===== config.mk =====
export PLATFORM = sky130hd
export DESIGN_NAME = dmr_mode_regs
export DESIGN_NICKNAME = d
export VERILOG_FILES = /design/src/logic/dmr_pkg.sv /design/src/logic/dmr_sync.sv /design/src/logic/dmr_osc_timer.sv /design/src/logic/dmr_mode_regs.sv
export SDC_FILE = /design/constraint.sdc
export NUM_CORES = 1
export LEC_CHECK = 0
export BUFFER_PORTS_ARGS = -buffer_cell sky130_fd_sc_hd__buf_2
export CAP_MARGIN = 20
export CORE_AREA = 3 3 86 169
export DETAILED_ROUTE_END_ITERATION = 8
export DIE_AREA = 0 0 89 172
export PLACE_DENSITY = 0.59
export SLEW_MARGIN = 20
export SYNTH_ARGS = -nofsm -noshare
export SYNTH_HDL_FRONTEND = slang
export SYNTH_SLANG_ARGS = --single-unit

===== constraint.sdc =====
create_clock -name clock -period 2.02 [get_ports clock]
set_input_delay 0.303 -clock clock [delete_from_list [all_inputs] [get_ports clock]]
set_output_delay 0.303 -clock clock [all_outputs]
set_load 0.005 [all_outputs]

===== src/logic/dmr_pkg.sv =====
// Purpose: Shared constants for the mode register group
// Assumes: Commands arrive as three-beat frames on the command pins
// Notes on behaviour
// - Termination value field: 000 off, 001..110 reference resistor fractions, 111 reserved.
// - Clock override bit one terminates clock inputs regardless of the bond pad when value valid.
// - Chip-select override bit one terminates chip select regardless of the bond pad when value valid.
// - Disable bit zero: command/address terminate only when pad high and value valid.
// - Disable bit one: command/address termination always off.
// - One copy per set point; writes and reads reach the write-selected copy.
// - Operation uses only the operating-selected copy; the other copy is ignored.
// - Terminating rank keeps terminating in every power state, self-refresh included.
// - Run time 0 stops by command; 1..4 stop after 16, 32, 48, 64 clocks.
// - With run time zero the stop-oscillator command stops the timer.
// - Activate count field reads the count; 000 means untested unless unlimited.
// - Unlimited flag one means no activate limit and count field reads zero.
// - Targeted row refresh enable bit resets to zero; writing one enables it.
// - Repair register reports one available-resource bit per bank, bank 0 at bit 0.
// - Start-oscillator command clears the previous oscillator count result.
`default_nettype none
package dmr_pkg;
    localparam logic [5:0] ADDR_TERM_CTRL  = 6'h16;
    localparam logic [5:0] ADDR_OSC_RUN    = 6'h17;
    localparam logic [5:0] ADDR_REFRESH    = 6'h18;
    localparam logic [5:0] ADDR_REPAIR     = 6'h19;
    localparam logic [5:0] ADDR_RSVD_FIRST = 6'h1a;
    localparam logic [5:0] ADDR_RSVD_LAST  = 6'h1f;

    localparam int TERM_VALUE_LSB    = 0;
    localparam int CK_OVERRIDE_BIT   = 3;
    localparam int CS_OVERRIDE_BIT   = 4;
    localparam int CA_DISABLE_BIT    = 5;
    localparam int REFRESH_BANK_LSB  = 4;
    localparam int REFRESH_EN_BIT    = 7;
    localparam int ACT_UNLIMITED_BIT = 3;

    localparam logic [2:0] TERM_OFF      = 3'h0;
    localparam logic [2:0] TERM_RESERVED = 3'h7;
    localparam logic [7:0] TERM_RESET    = 8'h00;
    localparam logic [7:0] OSC_RUN_RESET = 8'h00;
    localparam logic [7:0] OSC_RUN_MAX   = 8'h04;
    localparam logic [7:0] REFRESH_RESET = 8'h00;

    localparam logic [6:0] MPC_OSC_START = 7'h4b;
    localparam logic [6:0] MPC_OSC_STOP  = 7'h4d;

    localparam int OSC_STEP_CLOCKS = 16;

    typedef enum logic [1:0] {
        DMR_CMD_NOP = 2'b00,
        DMR_CMD_MRW = 2'b01,
        DMR_CMD_MRR = 2'b10,
        DMR_CMD_MPC = 2'b11
    } dmr_cmd_e;

    typedef enum logic [1:0] {
        DMR_BEAT_IDLE = 2'b00,
        DMR_BEAT_ADDR = 2'b01,
        DMR_BEAT_DATA = 2'b10
    } dmr_beat_e;
endpackage
`default_nettype wire


===== src/logic/dmr_sync.sv =====
// Purpose: Two-flop synchroniser for pin levels
// Assumes: Each bit is an independent level
// Notes: First stage is read only by the second
`default_nettype none
module dmr_sync #(
    parameter int WIDTH = 1
) (
    input  wire logic             clock,
    input  wire logic             sys_rst,
    input  wire logic [WIDTH-1:0] async_in,
    output logic      [WIDTH-1:0] sync_out
);
    logic [WIDTH-1:0] stage1;

    always_ff @(posedge clock) begin
        if (sys_rst) begin
            stage1   <= '0;
            sync_out <= '0;
        end else begin
            stage1   <= async_in;
            sync_out <= stage1;
        end
    end
endmodule
`default_nettype wire


===== src/logic/dmr_osc_timer.sv =====
// Purpose: Strobe interval timer run control
// Assumes: ck_tick pulses once per link clock rising edge
// Notes: Counts link clocks, not system clocks
`default_nettype none
module dmr_osc_timer
    import dmr_pkg::*;
(
    input  wire logic       clock,
    input  wire logic       sys_rst,
    input  wire logic       ck_tick,
    input  wire logic [7:0] run_time,
    input  wire logic       start_cmd,
    input  wire logic       stop_cmd,
    output logic            osc_active,
    output logic            osc_clear,
    output logic [7:0]      osc_elapsed
);
    logic [7:0] limit;

    // Step encoding: each run time code adds sixteen link clocks
    assign limit = 8'(run_time * OSC_STEP_CLOCKS);

    always_ff @(posedge clock) begin
        if (sys_rst) begin
            osc_active  <= 1'b0;
            osc_elapsed <= 8'h00;
        end else if (start_cmd) begin
            osc_active  <= 1'b1;
            osc_elapsed <= 8'h00;
        end else if (osc_active) begin
            if (stop_cmd && run_time == 8'h00) begin
                osc_active <= 1'b0;
            end else if (ck_tick) begin
                osc_elapsed <= osc_elapsed + 8'h01;
                if (run_time != 8'h00 && osc_elapsed + 8'h01 == limit) begin
                    osc_active <= 1'b0;
                end
            end
        end
    end

    always_ff @(posedge clock) begin
        if (sys_rst) begin
            osc_clear <= 1'b0;
        end else begin
            osc_clear <= start_cmd;
        end
    end
endmodule
`default_nettype wire


===== src/logic/dmr_mode_regs.sv =====
// Purpose: Termination, oscillator run time, row refresh and repair mode registers
// Assumes: Link clock well below half the system clock; pins synchronised here
// Notes: Frames are three chip-select-high beats sampled on link clock rising edges
`default_nettype none
module dmr_mode_regs
    import dmr_pkg::*;
(
    input  wire logic       clock,
    input  wire logic       sys_rst,
    input  wire logic       link_ck,
    input  wire logic       link_cs,
    input  wire logic [5:0] link_ca,
    input  wire logic       termination_bond_pad,
    input  wire logic       write_set_point_select,
    input  wire logic       operating_set_point_select,
    input  wire logic [2:0] ca_term_value,
    input  wire logic [2:0] max_activate_count,
    input  wire logic       max_activate_unlimited,
    input  wire logic [7:0] post_package_repair,
    output logic [7:0]      mr_read_data,
    output logic            mr_read_valid,
    output logic [2:0]      controller_term_value,
    output logic [1:0]      byte_select_term_disable,
    output logic            clock_term_en,
    output logic            chip_select_term_en,
    output logic            cmd_addr_term_en,
    output logic            targeted_row_refresh_en,
    output logic [2:0]      targeted_row_refresh_bank,
    output logic            osc_active,
    output logic            osc_clear,
    output logic [7:0]      osc_elapsed
);
    logic [7:0] pins_sync;
    logic       ck_s;
    logic       cs_s;
    logic [5:0] ca_s;
    logic       pad_s;
    logic       ck_prev;
    logic       ck_tick;

    dmr_sync #(.WIDTH(8)) u_pin_sync (
        .clock    (clock),
        .sys_rst  (sys_rst),
        .async_in ({link_ck, link_cs, link_ca}),
        .sync_out (pins_sync)
    );

    dmr_sync #(.WIDTH(1)) u_pad_sync (
        .clock    (clock),
        .sys_rst  (sys_rst),
        .async_in (termination_bond_pad),
        .sync_out (pad_s)
    );

    assign ck_s = pins_sync[7];
    assign cs_s = pins_sync[6];
    assign ca_s = pins_sync[5:0];

    // Edge detect on the synchronised copy only
    always_ff @(posedge clock) begin
        if (sys_rst) begin
            ck_prev <= 1'b0;
        end else begin
            ck_prev <= ck_s;
        end
    end

    assign ck_tick = ck_s & ~ck_prev;

    // Frame capture
    dmr_beat_e  beat;
    dmr_cmd_e   frame_cmd;
    logic [1:0] frame_op_hi;
    logic [5:0] frame_addr;
    logic       frame_done;
    logic [7:0] frame_op;

    always_ff @(posedge clock) begin
        if (sys_rst) begin
            beat        <= DMR_BEAT_IDLE;
            frame_cmd   <= DMR_CMD_NOP;
            frame_op_hi <= 2'h0;
            frame_addr  <= 6'h00;
            frame_done  <= 1'b0;
            frame_op    <= 8'h00;
        end else begin
            frame_done <= 1'b0;
            if (ck_tick) begin
                case (beat)
                    DMR_BEAT_IDLE: begin
                        if (cs_s && dmr_cmd_e'(ca_s[5:4]) != DMR_CMD_NOP) begin
                            frame_cmd   <= dmr_cmd_e'(ca_s[5:4]);
                            frame_op_hi <= ca_s[1:0];
                            beat        <= DMR_BEAT_ADDR;
                        end
                    end
                    DMR_BEAT_ADDR: begin
                        // A missing chip select abandons the frame
                        if (cs_s) begin
                            frame_addr <= ca_s;
                            beat       <= DMR_BEAT_DATA;
                        end else begin
                            beat <= DMR_BEAT_IDLE;
                        end
                    end
                    DMR_BEAT_DATA: begin
                        if (cs_s) begin
                            frame_op   <= {frame_op_hi, ca_s};
                            frame_done <= 1'b1;
                        end
                        beat <= DMR_BEAT_IDLE;
                    end
                    default: begin
                        beat <= DMR_BEAT_IDLE;
                    end
                endcase
            end
        end
    end

    logic is_write;
    logic is_read;
    logic is_mpc;
    assign is_write = frame_done && frame_cmd == DMR_CMD_MRW;
    assign is_read  = frame_done && frame_cmd == DMR_CMD_MRR;
    assign is_mpc   = frame_done && frame_cmd == DMR_CMD_MPC;

    // Termination register, one copy per set point
    logic [7:0] term_copy [2];

    generate
        for (genvar sp = 0; sp < 2; sp++) begin : g_set_point
            always_ff @(posedge clock) begin
                if (sys_rst) begin
                    term_copy[sp] <= TERM_RESET;
                end else if (is_write && frame_addr == ADDR_TERM_CTRL
                             && write_set_point_select == 1'(sp)) begin
                    term_copy[sp] <= frame_op;
                end
            end
        end
    endgenerate

    logic [7:0] term_op;
    logic       ca_value_valid;
    assign term_op        = term_copy[operating_set_point_select];
    assign ca_value_valid = ca_term_value != TERM_OFF && ca_term_value != TERM_RESERVED;

    // Termination is not gated by any power state, so it holds through self-refresh
    always_ff @(posedge clock) begin
        if (sys_rst) begin
            controller_term_value    <= TERM_OFF;
            byte_select_term_disable <= 2'h0;
            clock_term_en            <= 1'b0;
            chip_select_term_en      <= 1'b0;
            cmd_addr_term_en         <= 1'b0;
        end else begin
            controller_term_value    <= term_op[TERM_VALUE_LSB +: 3];
            byte_select_term_disable <= term_op[7:6];
            clock_term_en            <= ca_value_valid
                                        && (pad_s || term_op[CK_OVERRIDE_BIT]);
            chip_select_term_en      <= ca_value_valid
                                        && (pad_s || term_op[CS_OVERRIDE_BIT]);
            cmd_addr_term_en         <= !term_op[CA_DISABLE_BIT]
                                        && pad_s && ca_value_valid;
        end
    end

    // Oscillator run time
    logic [7:0] osc_run_time;

    always_ff @(posedge clock) begin
        if (sys_rst) begin
            osc_run_time <= OSC_RUN_RESET;
        end else if (is_write && frame_addr == ADDR_OSC_RUN) begin
            // Codes above the last step are dropped, keeping the old setting
            if (frame_op <= OSC_RUN_MAX) begin
                osc_run_time <= frame_op;
            end
        end
    end

    logic osc_start;
    logic osc_stop;
    assign osc_start = is_mpc && frame_op[6:0] == MPC_OSC_START;
    assign osc_stop  = is_mpc && frame_op[6:0] == MPC_OSC_STOP;

    dmr_osc_timer u_osc_timer (
        .clock       (clock),
        .sys_rst     (sys_rst),
        .ck_tick     (ck_tick),
        .run_time    (osc_run_time),
        .start_cmd   (osc_start),
        .stop_cmd    (osc_stop),
        .osc_active  (osc_active),
        .osc_clear   (osc_clear),
        .osc_elapsed (osc_elapsed)
    );

    // Targeted row refresh control
    always_ff @(posedge clock) begin
        if (sys_rst) begin
            targeted_row_refresh_en   <= REFRESH_RESET[REFRESH_EN_BIT];
            targeted_row_refresh_bank <= REFRESH_RESET[REFRESH_BANK_LSB +: 3];
        end else if (is_write && frame_addr == ADDR_REFRESH) begin
            targeted_row_refresh_en   <= frame_op[REFRESH_EN_BIT];
            targeted_row_refresh_bank <= frame_op[REFRESH_BANK_LSB +: 3];
        end
    end

    // Read path; addresses outside this group give no answer
    logic [7:0] next_read_data;
    logic       read_hit;

    always_comb begin
        next_read_data = 8'h00;
        read_hit       = 1'b1;
        if (frame_addr == ADDR_TERM_CTRL) begin
            next_read_data = term_copy[write_set_point_select];
        end else if (frame_addr == ADDR_OSC_RUN) begin
            next_read_data = osc_run_time;
        end else if (frame_addr == ADDR_REFRESH) begin
            next_read_data[REFRESH_EN_BIT]         = targeted_row_refresh_en;
            next_read_data[REFRESH_BANK_LSB +: 3]  = targeted_row_refresh_bank;
            next_read_data[ACT_UNLIMITED_BIT]      = max_activate_unlimited;
            next_read_data[2:0]                    = max_activate_unlimited ? 3'h0 : max_activate_count;
        end else if (frame_addr == ADDR_REPAIR) begin
            next_read_data = post_package_repair;
        end else if (frame_addr >= ADDR_RSVD_FIRST && frame_addr <= ADDR_RSVD_LAST) begin
            next_read_data = 8'h00;
        end else begin
            read_hit = 1'b0;
        end
    end

    always_ff @(posedge clock) begin
        if (sys_rst) begin
            mr_read_data  <= 8'h00;
            mr_read_valid <= 1'b0;
        end else begin
            mr_read_valid <= is_read && read_hit;
            if (is_read && read_hit) begin
                mr_read_data <= next_read_data;
            end
        end
    end
endmodule
`default_nettype wire


==> results.py, run 1 <==
metrics = {
    "outcome": {
        "outcome": "finished clean",
    },
    "grt": {
        "grt_pass1_vias": 3016,
        "grt_pass1_wl_mm": 15.3,
        "grt_usage_pct": 13.4,
        "grt_remaining_overflow": 0,
        "grt_max_degree": 21,
        "grt_antenna_before_repair": 0,
    },
    "pwr": {
        "p_leak_nw": 1.88,
        "p_per_area_nw_per_um2": 781,
        "irDropWorstVdd_mv": 0.356,
        "finalPower_mw": 3.76,
    },
    "clock_tree": {
        "htree_levels": 3,
        "cts.reportedPaths.clkPinSlew_ns": 0.07,
        "root_buffer": "clkbuf_16",
        "cts.sinks": 95,
        "insertion_delay_ns": 0.34,
        "cts_buffers": 9,
        "clockBufferDepth": 2,
        "cts_tree": "done",
    },
    "floorplan": {
        "die_x_um": 89,
        "dieHeight_um": 172,
        "start_util_pct": 29.4,
        "die_area_um2": 15300,
        "io-pin-count": 59,
        "row_count": 60,
        "core_region_area_um2": 13400,
    },
    "logic_synthesis": {
        "synth_top_area_cell": "dfxtp_1",
        "synth_warnings": 0,
        "synth_most_common_cell": "dfxtp_1",
        "synth_area_leaders": "dfxtp_1, edfxtp_1, mux2i_1, nor2_1, nor2b_1",
        "synth-edff-count": 16,
        "synth_nets": 414,
        "ys.flop_type": "dfxtp_1",
        "synth_area_per_cell_um2": 10.3,
        "synth_cell_types": 52,
        "synth_top_area_share_pct": 40.0,
        "ys_seq_area_share_pct": 52.2,
        "async_flop_share_pct": 0,
        "synth_cells": 384,
        "synth-seq-cells": 95,
        "synth_common_cells": "dfxtp_1, nor2_1, mux2i_1",
        "netlist_area_um2": 3950,
    },
    "detailed_routing": {
        "drt_first_pass_iters": 4,
        "drc": 0,
        "finalWirelength_mm": 9.77,
        "num_vias": 3004,
        "wl_per_cell_um": 15.9,
        "vias_per_cell": 4.89,
        "drt_iter0_drc": 129,
        "drtAntennaViolNets": 0,
    },
    "timing": {
        "rsz0062_at_grt": "false",
        "tightest_slew_ns": 0.465,
        "finalCritPeriodShare_pct": 92.1,
        "period_needed_ns": 1.86,
        "setup_viol": 0,
        "slew_viol_final": 0,
        "hold_viol": 0,
        "clock_skew_ns": 0.00615,
        "fmax_ghz": 0.537,
        "tns_ns": 0,
        "layout_setup_ws_ns": 0.159,
        "relSlewSlack_pct": 68.9,
    },
    "finish": {
        "nets": 484,
        "fillers": 1336,
        "ff_latch_area_um2": 2060,
        "post-route-cell-area_um2": 4810,
        "drive_above_1_share_pct": 25.9,
        "multi_input_comb_area_um2": 1810,
        "finish.utilization_pct": 35.8,
        "diodes": 0,
        "area_delta_synth_final_pct": 21.7,
    },
    "placement": {
        "place_congestion": 0.793,
        "io_buffer_count": 58,
        "pre_cts_ws_ns": 0.0406,
        "dpl_cell_area_um2": 4500,
        "dpl.hpwl_mm": 7.72,
    },
    "worst_setup_path": {
        "crit_chain": "buf_4, nand3_2, or3_1, or3b_2, nand3_1, a311oi_1",
        "slowest_delay_ns": 0.45,
        "critical_path.top_delay_family": "simple AND/OR/NAND/NOR gates",
        "crit_slowest_cell": "or3b_2",
        "worst-endpoint-arrival_ns": 2.07,
        "worstSetupStartpoint": "u_osc_timer.osc_elapsed[0]$_SDFFE_PP0P_",
        "crit_fanout": 8,
        "crit_path_end_kind": "flip-flop",
        "crit_type": "reg2reg",
        "cp_num_buf_inv": 1,
        "worstSetupStartpointType": "flip-flop",
        "required_ns": 2.23,
        "regToRegStartpoint": "u_osc_timer.osc_elapsed[0]$_SDFFE_PP0P_",
    },
    "run": {
        "cap_violations": 0,
    },
    "hold_path": {
        "hp-class": "in2reg",
        "hold_path.startpoint": "link_ca[3]",
    },
}
cells in the final DEF, fill, tap and decap left out, types with 8 or more instances in the layout:
cell        n
dfxtp_1    78
buf_2      58
nor2_1     41
mux2i_1    25
nor2b_1    24
nand2_1    21
buf_4      19
a21oi_1    18
and2_1     17
edfxtp_1   16
nand3_1    10
o21ai_0    10
clkbuf_16  10
mux2_2      9
a211oi_1    8
through the flow:
| stage | hold WS, ns | cells |
|---|---|---|
| finish | 0.166 | 614 |
| global route | 0.170 | 614 |
| CTS | 0.156 | 614 |
| detailed placement | 0.420 | 598 |
| global placement | 0.420 | 598 |
| floorplan | 0.414 | 384 |
kinds of logic after synthesis:
logic type	Yosys count	share of synthesized area, %
mux	34	8.90
flops	95	52.2
fa+ha+maj	2	0.633
compound gates	63	11.2
buf+inv	21	2.25
xor+xnor	5	1.11
simple gates	164	23.7
flip-flops by register name (all words and copies together) (netlist names), 2 cells and up:
register / count
u_pin_sync.stage1: 8
u_pin_sync.sync_out: 8
controller_term_value: 3
term_copy: 16
mr_read_data: 8
frame_addr: 6
targeted_row_refresh_bank: 3
beat: 2
frame_op_hi: 2
frame_cmd: 2
osc_run_time: 8
u_osc_timer.osc_elapsed: 8
byte_select_term_disable: 2
frame_op: 8
worst register-to-register path: cells and delay by family, from the launching register on:
kind,cells,cell delay (ns)
AND/OR/NAND/NOR,4,1.15
AO/OA/AOI/OAI,1,0.09
buffers and inverters,1,0.15
flip-flops,1,0.35
power breakdown:
group	leakage (nW)	switching [mW]	internal (mW)
Clock	0.141	0.729	0.916
Combinational	0.929	0.0766	0.0627
Sequential	0.807	0.0146	1.96
path summary, 6_finish.rpt:
kind,to,slack [ns],cells after the start
worst max register to register,u_osc_timer.osc_active$_SDFF_PP0_,0.16,6
worst min register to register,u_pin_sync.sync_out[6]$_SDFF_PP0_,0.44,1
worst min-delay path,u_pin_sync.stage1[3]$_SDFF_PP0_,0.17,2
worst max-delay path,u_osc_timer.osc_active$_SDFF_PP0_,0.16,6
cell type report:
cell class              instances  share of cell area, %
well taps                     155                   4.03
repair buffers                 77                   9.01
clock buffers                  11                   5.28
clock inverters                 5                  0.807
flip-flops and latches         95                   42.9
inverters                       3                  0.234
multi-input cells             268                   37.7
layer usage:
metal,GRT usage [%],vias to the layer above,share of wire (%)
li1,-,1525,-
met1,11.6,1409,33
met2,26.6,50,59
met3,3.05,20,3.3
met4,7.32,0,4.3
met5,0,-,0
what timing repair did:
action	CTS	global route
hold endpoints to repair	0	0
endpoints found under the setup margin	0	2
hold buffers	0	0
setup buffers	0	0
gates resized for setup	0	4
Power figures use the tool's default switching activity.
==> inputs of run 2 (changes only) <==
--- a/config.mk
+++ b/config.mk
@@ -5,13 +5,14 @@
 export SDC_FILE = /design/constraint.sdc
 export NUM_CORES = 1
 export LEC_CHECK = 0
+export ABC_AREA = 1
 export BUFFER_PORTS_ARGS = -buffer_cell sky130_fd_sc_hd__buf_2
 export CAP_MARGIN = 20
-export CORE_AREA = 3 3 86 169
+export CORE_AREA = 3 3 87 172
 export DETAILED_ROUTE_END_ITERATION = 8
-export DIE_AREA = 0 0 89 172
+export DIE_AREA = 0 0 90 175
 export PLACE_DENSITY = 0.59
-export SLEW_MARGIN = 20
+export SLEW_MARGIN = 15
 export SYNTH_ARGS = -nofsm -noshare
 export SYNTH_HDL_FRONTEND = slang
 export SYNTH_SLANG_ARGS = --single-unit
==> run 2 against run 1 <==
  * Sequential share of layout area fell by 1.4 points
  * Register-to-register slack improved by 0.20 ns
  * Combinational power barely moved
  * Maximum frequency rose by 12%
  * Count of clock-buffer cells in the layout fell by 2
  * Final cell count rose by 33%
  * Setup slack improved by 0.20 ns
==> results.py, run 2 <==
metrics = {
    "placement": {
        "dpl.hpwl_mm": 8.07,
        "place_congestion": 0.843,
        "pre_cts_ws_ns": 0.367,
        "io_buffer_count": 58,
    },
    "grt": {
        "grt_pass1_vias": 3372,
        "grt_antenna_before_repair": 0,
        "grt_pass1_wl_mm": 17.1,
        "grt_max_degree": 24,
        "grt_usage_pct": 13.8,
        "grt_remaining_overflow": 0,
    },
    "worst_setup_path": {
        "crit_chain": "inv_1, nor4_1, buf_4, nand3_1, nand2_1",
        "required_ns": 2.04,
        "worstSetupStartpointType": "flip-flop",
        "slowest_delay_ns": 0.35,
        "crit_path_end_kind": "flip-flop",
        "crit_type": "reg2reg",
        "crit_slowest_cell": "dfxtp_1",
        "crit_fanout": 11,
        "worst-endpoint-arrival_ns": 1.68,
    },
    "logic_synthesis": {
        "synth_cell_types": 25,
        "ys.flop_type": "dfxtp_1",
        "async_flop_share_pct": 0,
        "ys_seq_area_share_pct": 50.2,
        "synth-seq-cells": 95,
        "synth-edff-count": 16,
        "synth_warnings": 0,
        "synth_cells": 561,
        "synth_nets": 591,
        "synth_common_cells": "nand2_1, nor2_1, inv_1",
        "synth_top_area_share_pct": 38.5,
        "netlist_area_um2": 4110,
        "synth_most_common_cell": "nand2_1",
        "synth_area_per_cell_um2": 7.32,
        "synth_area_leaders": "dfxtp_1, edfxtp_1, nand2_1, nor2_1, inv_1",
        "synth_top_area_cell": "dfxtp_1",
    },
    "floorplan": {
        "io-pin-count": 59,
        "die_x_um": 90,
        "start_util_pct": 29.6,
        "core_region_area_um2": 13900,
        "die_area_um2": 15800,
        "row_count": 61,
        "dieHeight_um": 175,
    },
    "detailed_routing": {
        "wl_per_cell_um": 12.7,
        "wl_met3_um": 396,
        "top_layer": "met4",
        "drt_iter0_drc": 183,
        "wl_met2_mm": 5.83,
        "vias_per_cell": 4.41,
        "drtAntennaViolNets": 0,
        "num_vias": 3607,
        "wl_met1_mm": 3.86,
        "finalWirelength_mm": 10.4,
        "drc": 0,
        "drt_first_pass_iters": 4,
    },
    "pwr": {
        "finalPower_mw": 4.00,
        "irDropWorstVdd_mv": 0.481,
        "p_per_area_nw_per_um2": 807,
        "p_leak_nw": 2.28,
    },
    "finish": {
        "regMostFlops": "term_copy",
        "diodes": 0,
        "drive_above_1_share_pct": 14.3,
        "area_delta_synth_final_pct": 20.8,
        "layout_common_cells": "nand2_1, nor2_1, inv_1, dfxtp_1, buf_2",
        "layout_commonest_cell": "nand2_1",
        "nets": 653,
        "largest_register_ffs": 16,
    },
    "clock_tree": {
        "clockBufferDepth": 2,
        "insertion_delay_ns": 0.35,
        "cts.reportedPaths.clkPinSlew_ns": 0.07,
        "post-cts-setup-buffer-count": 0,
        "htree_levels": 3,
        "cts_buffers": 9,
        "cts_tree": "done",
        "root_buffer": "clkbuf_16",
        "cts-resized-gates": 0,
        "hold_buffers": 0,
        "cts.sinks": 95,
    },
    "timing": {
        "slew_viol_final": 0,
        "fmax_ghz": 0.603,
        "relSlewSlack_pct": 63.8,
        "finalCritPeriodShare_pct": 82.1,
        "tightest_slew_ns": 0.540,
        "tns_ns": 0,
        "rsz0062_at_grt": "false",
        "clock_skew_ns": 0.00682,
        "period_needed_ns": 1.66,
        "layout_setup_ws_ns": 0.362,
        "hold_viol": 0,
        "setup_viol": 0,
    },
    "run": {
        "cap_violations": 0,
    },
    "hold_path": {
        "hp-class": "in2reg",
    },
    "outcome": {
        "outcome": "finished clean",
    },
}
[run 2: per-stage QoR]
step | area, um^2 | instances | hold WS (ns) | util (%)
after floorplan | 4110 | 561 | 0.388 | -
after global placement | 4630 | 801 | 0.392 | 33.3
after detailed placement | 4630 | 801 | 0.396 | 33.3
after CTS | 4960 | 817 | 0.141 | 35.7
after global routing | 4960 | 817 | 0.155 | 35.7
final | 4960 | 817 | 0.150 | 35.7
[run 2: worst paths after layout]
path         cells past startpoint                             from  slack, ns                           endpoint
min                              3             termination_bond_pad       0.15       u_pad_sync.stage1$_SDFF_PP0_
min reg2reg                      2  u_pin_sync.stage1[5]$_SDFF_PP0_       0.40  u_pin_sync.sync_out[5]$_SDFF_PP0_
max                              5       frame_addr[1]$_SDFFE_PP0P_       0.36      term_copy[1][1]$_SDFFCE_PN0P_
max reg2reg                      5       frame_addr[1]$_SDFFE_PP0P_       0.36      term_copy[1][1]$_SDFFCE_PN0P_
[run 2: final cells by class]
| class | instances | area (um^2) |
|---|---|---|
| Clock inverter | 7 | 105 |
| Tap cell | 189 | 236 |
| Inverter | 88 | 330 |
| Clock buffer | 9 | 225 |
| Fill cell | 1552 | 8930 |
| Sequential cell | 95 | 2060 |
| Timing Repair Buffer | 69 | 373 |
| Multi-Input combinational cell | 360 | 1630 |
[run 2: per-layer routing]
metal,global-route usage (%),vias to the layer above
met3,2.97,20
li1,-,1899
met2,26.2,79
met1,14.0,1609
met5,0,-
met4,6.91,0
[run 2: logic make-up after synthesis]
kind of cell / Yosys count / share of synthesized area, %
xor+xnor: 1 / 0.213
compound gates: 81 / 10.1
fa+ha+maj: 2 / 0.609
simple gates: 276 / 28.7
flops: 95 / 50.2
buf+inv: 106 / 10.1
[run 2: power breakdown]
part | leakage [nW] | switching (mW) | total, mW | internal, mW
registers | 0.807 | 0.0165 | 1.97 | 1.96
logic | 1.31 | 0.0860 | 0.137 | 0.0512
clock network | 0.163 | 0.788 | 1.89 | 1.10
total | 2.28 | 0.891 | 4.00 | 3.11
[run 2: critical path: cells and delay by family, from the launching register on]
| kind | cells | cell delay [ns] |
|---|---|---|
| AND/OR/NAND/NOR | 3 | 0.63 |
| buffers and inverters | 2 | 0.35 |
| flip-flops | 1 | 0.35 |
==> inputs of run 3 (changes only) <==
--- a/config.mk
+++ b/config.mk
@@ -11,7 +11,7 @@
 export CORE_AREA = 3 3 87 172
 export DETAILED_ROUTE_END_ITERATION = 8
 export DIE_AREA = 0 0 90 175
-export PLACE_DENSITY = 0.59
+export PLACE_DENSITY = 0.58
 export SLEW_MARGIN = 15
 export SYNTH_ARGS = -nofsm -noshare
 export SYNTH_HDL_FRONTEND = slang
==> constraint.sdc (replaced) <==
create_clock -name clock -period 1.71 [get_ports clock]
set_input_delay 0.2565 -clock clock [delete_from_list [all_inputs] [get_ports clock]]
set_output_delay 0.2565 -clock clock [all_outputs]
set_load 0.005 [all_outputs]
==> run 3 against run 2 <==
  * Die area unchanged
  * Maximum frequency is 6.3% higher
  * Combinational power is 22% higher
  * Via count up 4.4%
  * Sequential power rose by 18%
  * Core utilization increased by 0.49 points
  * Worst hold slack lost 0.032 ns
  * Wire length rose by 2.8%
  * Critical endpoint is now mr_read_data[4]$_SDFFE_PP0P_
  * Largest cell class unchanged
==> results.py, run 3 (synthesized netlist as in run 2, its figures left out) <==
metrics = {
    "clock_tree": {
        "insertion_delay_ns": 0.34,
        "htree_levels": 3,
        "root_buffer": "clkbuf_16",
        "cts_tree": "done",
        "hold_buffers": 0,
        "cts.reportedPaths.clkPinSlew_ns": 0.07,
        "clockBufferDepth": 2,
        "cts.sinks": 95,
        "cts_buffers": 9,
    },
    "pwr": {
        "p_leak_nw": 2.31,
        "finalPower_mw": 4.44,
        "p_per_area_nw_per_um2": 883,
        "irDropWorstVdd_mv": 0.406,
    },
    "worst_setup_path": {
        "cp_num_buf_inv": 4,
        "worst-endpoint-arrival_ns": 1.84,
        "r2r_slack_ns": 0.15,
        "crit_path_end": "mr_read_data[4]$_SDFFE_PP0P_",
        "critical_path.top_delay_family": "buffers and inverters",
        "worstSetupStartpoint": "frame_addr[1]$_SDFFE_PP0P_",
        "regToRegStartpoint": "frame_addr[1]$_SDFFE_PP0P_",
        "crit_fanout": 16,
        "crit_cells": 10,
        "crit_path_end_kind": "flip-flop",
        "r2r_end": "mr_read_data[4]$_SDFFE_PP0P_",
        "crit_slowest_cell": "dfxtp_1",
        "rr_worst_depth": 10,
        "slowest_delay_ns": 0.35,
        "crit_type": "reg2reg",
        "crit_chain": "inv_1, buf_4, o21ai_0, nand3_1, nor2_4, buf_12, nand2_1, inv_1, nand2_1, a21oi_1",
        "worstSetupStartpointType": "flip-flop",
        "required_ns": 1.99,
    },
    "detailed_routing": {
        "top_layer": "met4",
        "drtAntennaViolNets": 0,
        "num_vias": 3766,
        "drt_first_pass_iters": 5,
        "wl_met2_mm": 6.00,
        "drc": 0,
        "finalWirelength_mm": 10.7,
        "vias_per_cell": 4.55,
        "wl_per_cell_um": 13.0,
        "wl_met1_mm": 3.82,
        "drt_iter0_drc": 159,
        "wl_met3_um": 417,
    },
    "placement": {
        "pre_cts_ws_ns": 0.0830,
        "dpl.hpwl_mm": 8.40,
        "io_buffer_count": 58,
        "place_congestion": 0.912,
    },
    "timing": {
        "slew_viol_final": 0,
        "tns_ns": 0,
        "rsz0062_at_grt": "true",
        "clock_skew_ns": 0.00785,
        "layout_setup_ws_ns": 0.150,
        "tightest_slew_ns": 0.627,
        "relSlewSlack_pct": 58.0,
        "setup_viol": 0,
        "finalCritPeriodShare_pct": 91.2,
        "hold_viol": 0,
        "period_needed_ns": 1.56,
        "fmax_ghz": 0.641,
    },
    "finish": {
        "regMostFlops": "term_copy",
        "nets": 663,
        "drive_above_1_share_pct": 16.1,
        "area_delta_synth_final_pct": 22.5,
        "largest_register_ffs": 16,
        "fillers": 1477,
        "layout_common_cells": "nand2_1, nor2_1, inv_1, dfxtp_1, buf_2",
        "layout_commonest_cell": "nand2_1",
        "finish.utilization_pct": 36.2,
        "diodes": 0,
    },
    "hold_path": {
        "hp-class": "in2reg",
    },
    "floorplan": {
        "io-pin-count": 59,
        "core_region_area_um2": 13900,
        "row_count": 61,
        "start_util_pct": 29.6,
        "die_area_um2": 15800,
        "die_x_um": 90,
        "dieHeight_um": 175,
    },
    "outcome": {
        "outcome": "finished clean",
    },
    "grt": {
        "grt_pass1_vias": 3799,
        "grt_max_degree": 25,
        "grt_remaining_overflow": 0,
        "grt_usage_pct": 13.9,
        "grt_antenna_before_repair": 0,
        "grt_pass1_wl_mm": 17.6,
    },
    "run": {
        "cap_violations": 0,
    },
}
==> run 3: where the power goes <==
part	leakage, nW	internal (mW)	total (mW)	switching, mW
Clock	0.133	1.02	1.94	0.924
Sequential	0.807	2.31	2.33	0.0200
Combinational	1.37	0.0622	0.167	0.105
Total	2.31	3.39	4.44	1.05
==> run 3: through the flow <==
stage               hold slack (ns)  std cells  area, um^2
detailed placement            0.395        810        4700
global placement              0.392        810        4700
CTS                           0.106        826        4990
floorplan                     0.356        561        4110
finish                        0.118        827        5030
global route                  0.115        827        5030
==> run 3: worst min path at each step <==
stage                                               start                                end  slack, ns  cells past startpoint
after global placement    u_pin_sync.stage1[7]$_SDFF_PP0_  u_pin_sync.sync_out[7]$_SDFF_PP0_       0.39                      2
after floorplan                operating_set_point_select        cmd_addr_term_en$_SDFF_PP0_       0.36                      1
final                                          link_ca[4]    u_pin_sync.stage1[4]$_SDFF_PP0_       0.12                      3
after CTS                            termination_bond_pad       u_pad_sync.stage1$_SDFF_PP0_       0.11                      3
after global routing                 termination_bond_pad       u_pad_sync.stage1$_SDFF_PP0_       0.12                      3
after detailed placement  u_pin_sync.stage1[6]$_SDFF_PP0_  u_pin_sync.sync_out[6]$_SDFF_PP0_       0.39                      2
==> run 3: worst min-delay path, cell delays in order <==
cell    delay (ns)
buf_2         0.08
inv_1         0.03
nor2_1        0.06
==> run 3: layout make-up <==
cell class	instances	area [um^2]	share of cell area (%)
Sequential cell	95	2060	41.0
Multi-Input combinational cell	360	1650	32.8
Timing Repair Buffer	79	460	9.15
Inverter	88	330	6.57
Tap cell	189	236	4.70
Clock buffer	9	225	4.48
Clock inverter	7	67.6	1.34
==> run 3: what timing repair did <==
| item | in CTS | in global routing |
|---|---|---|
| setup buffers | 0 | 1 |
| endpoints found under the hold margin | 0 | 0 |
| setup endpoints to repair | 0 | 32 |
| gates resized for setup | 0 | 4 |
==> run 3: metal layers <==
| metal | vias up | track usage (%) |
|---|---|---|
| met1 | 1732 | 12.9 |
| met2 | 90 | 27.6 |
| li1 | 1921 | - |
| met4 | 0 | 8.25 |
| met5 | - | 0 |
| met3 | 23 | 2.37 |
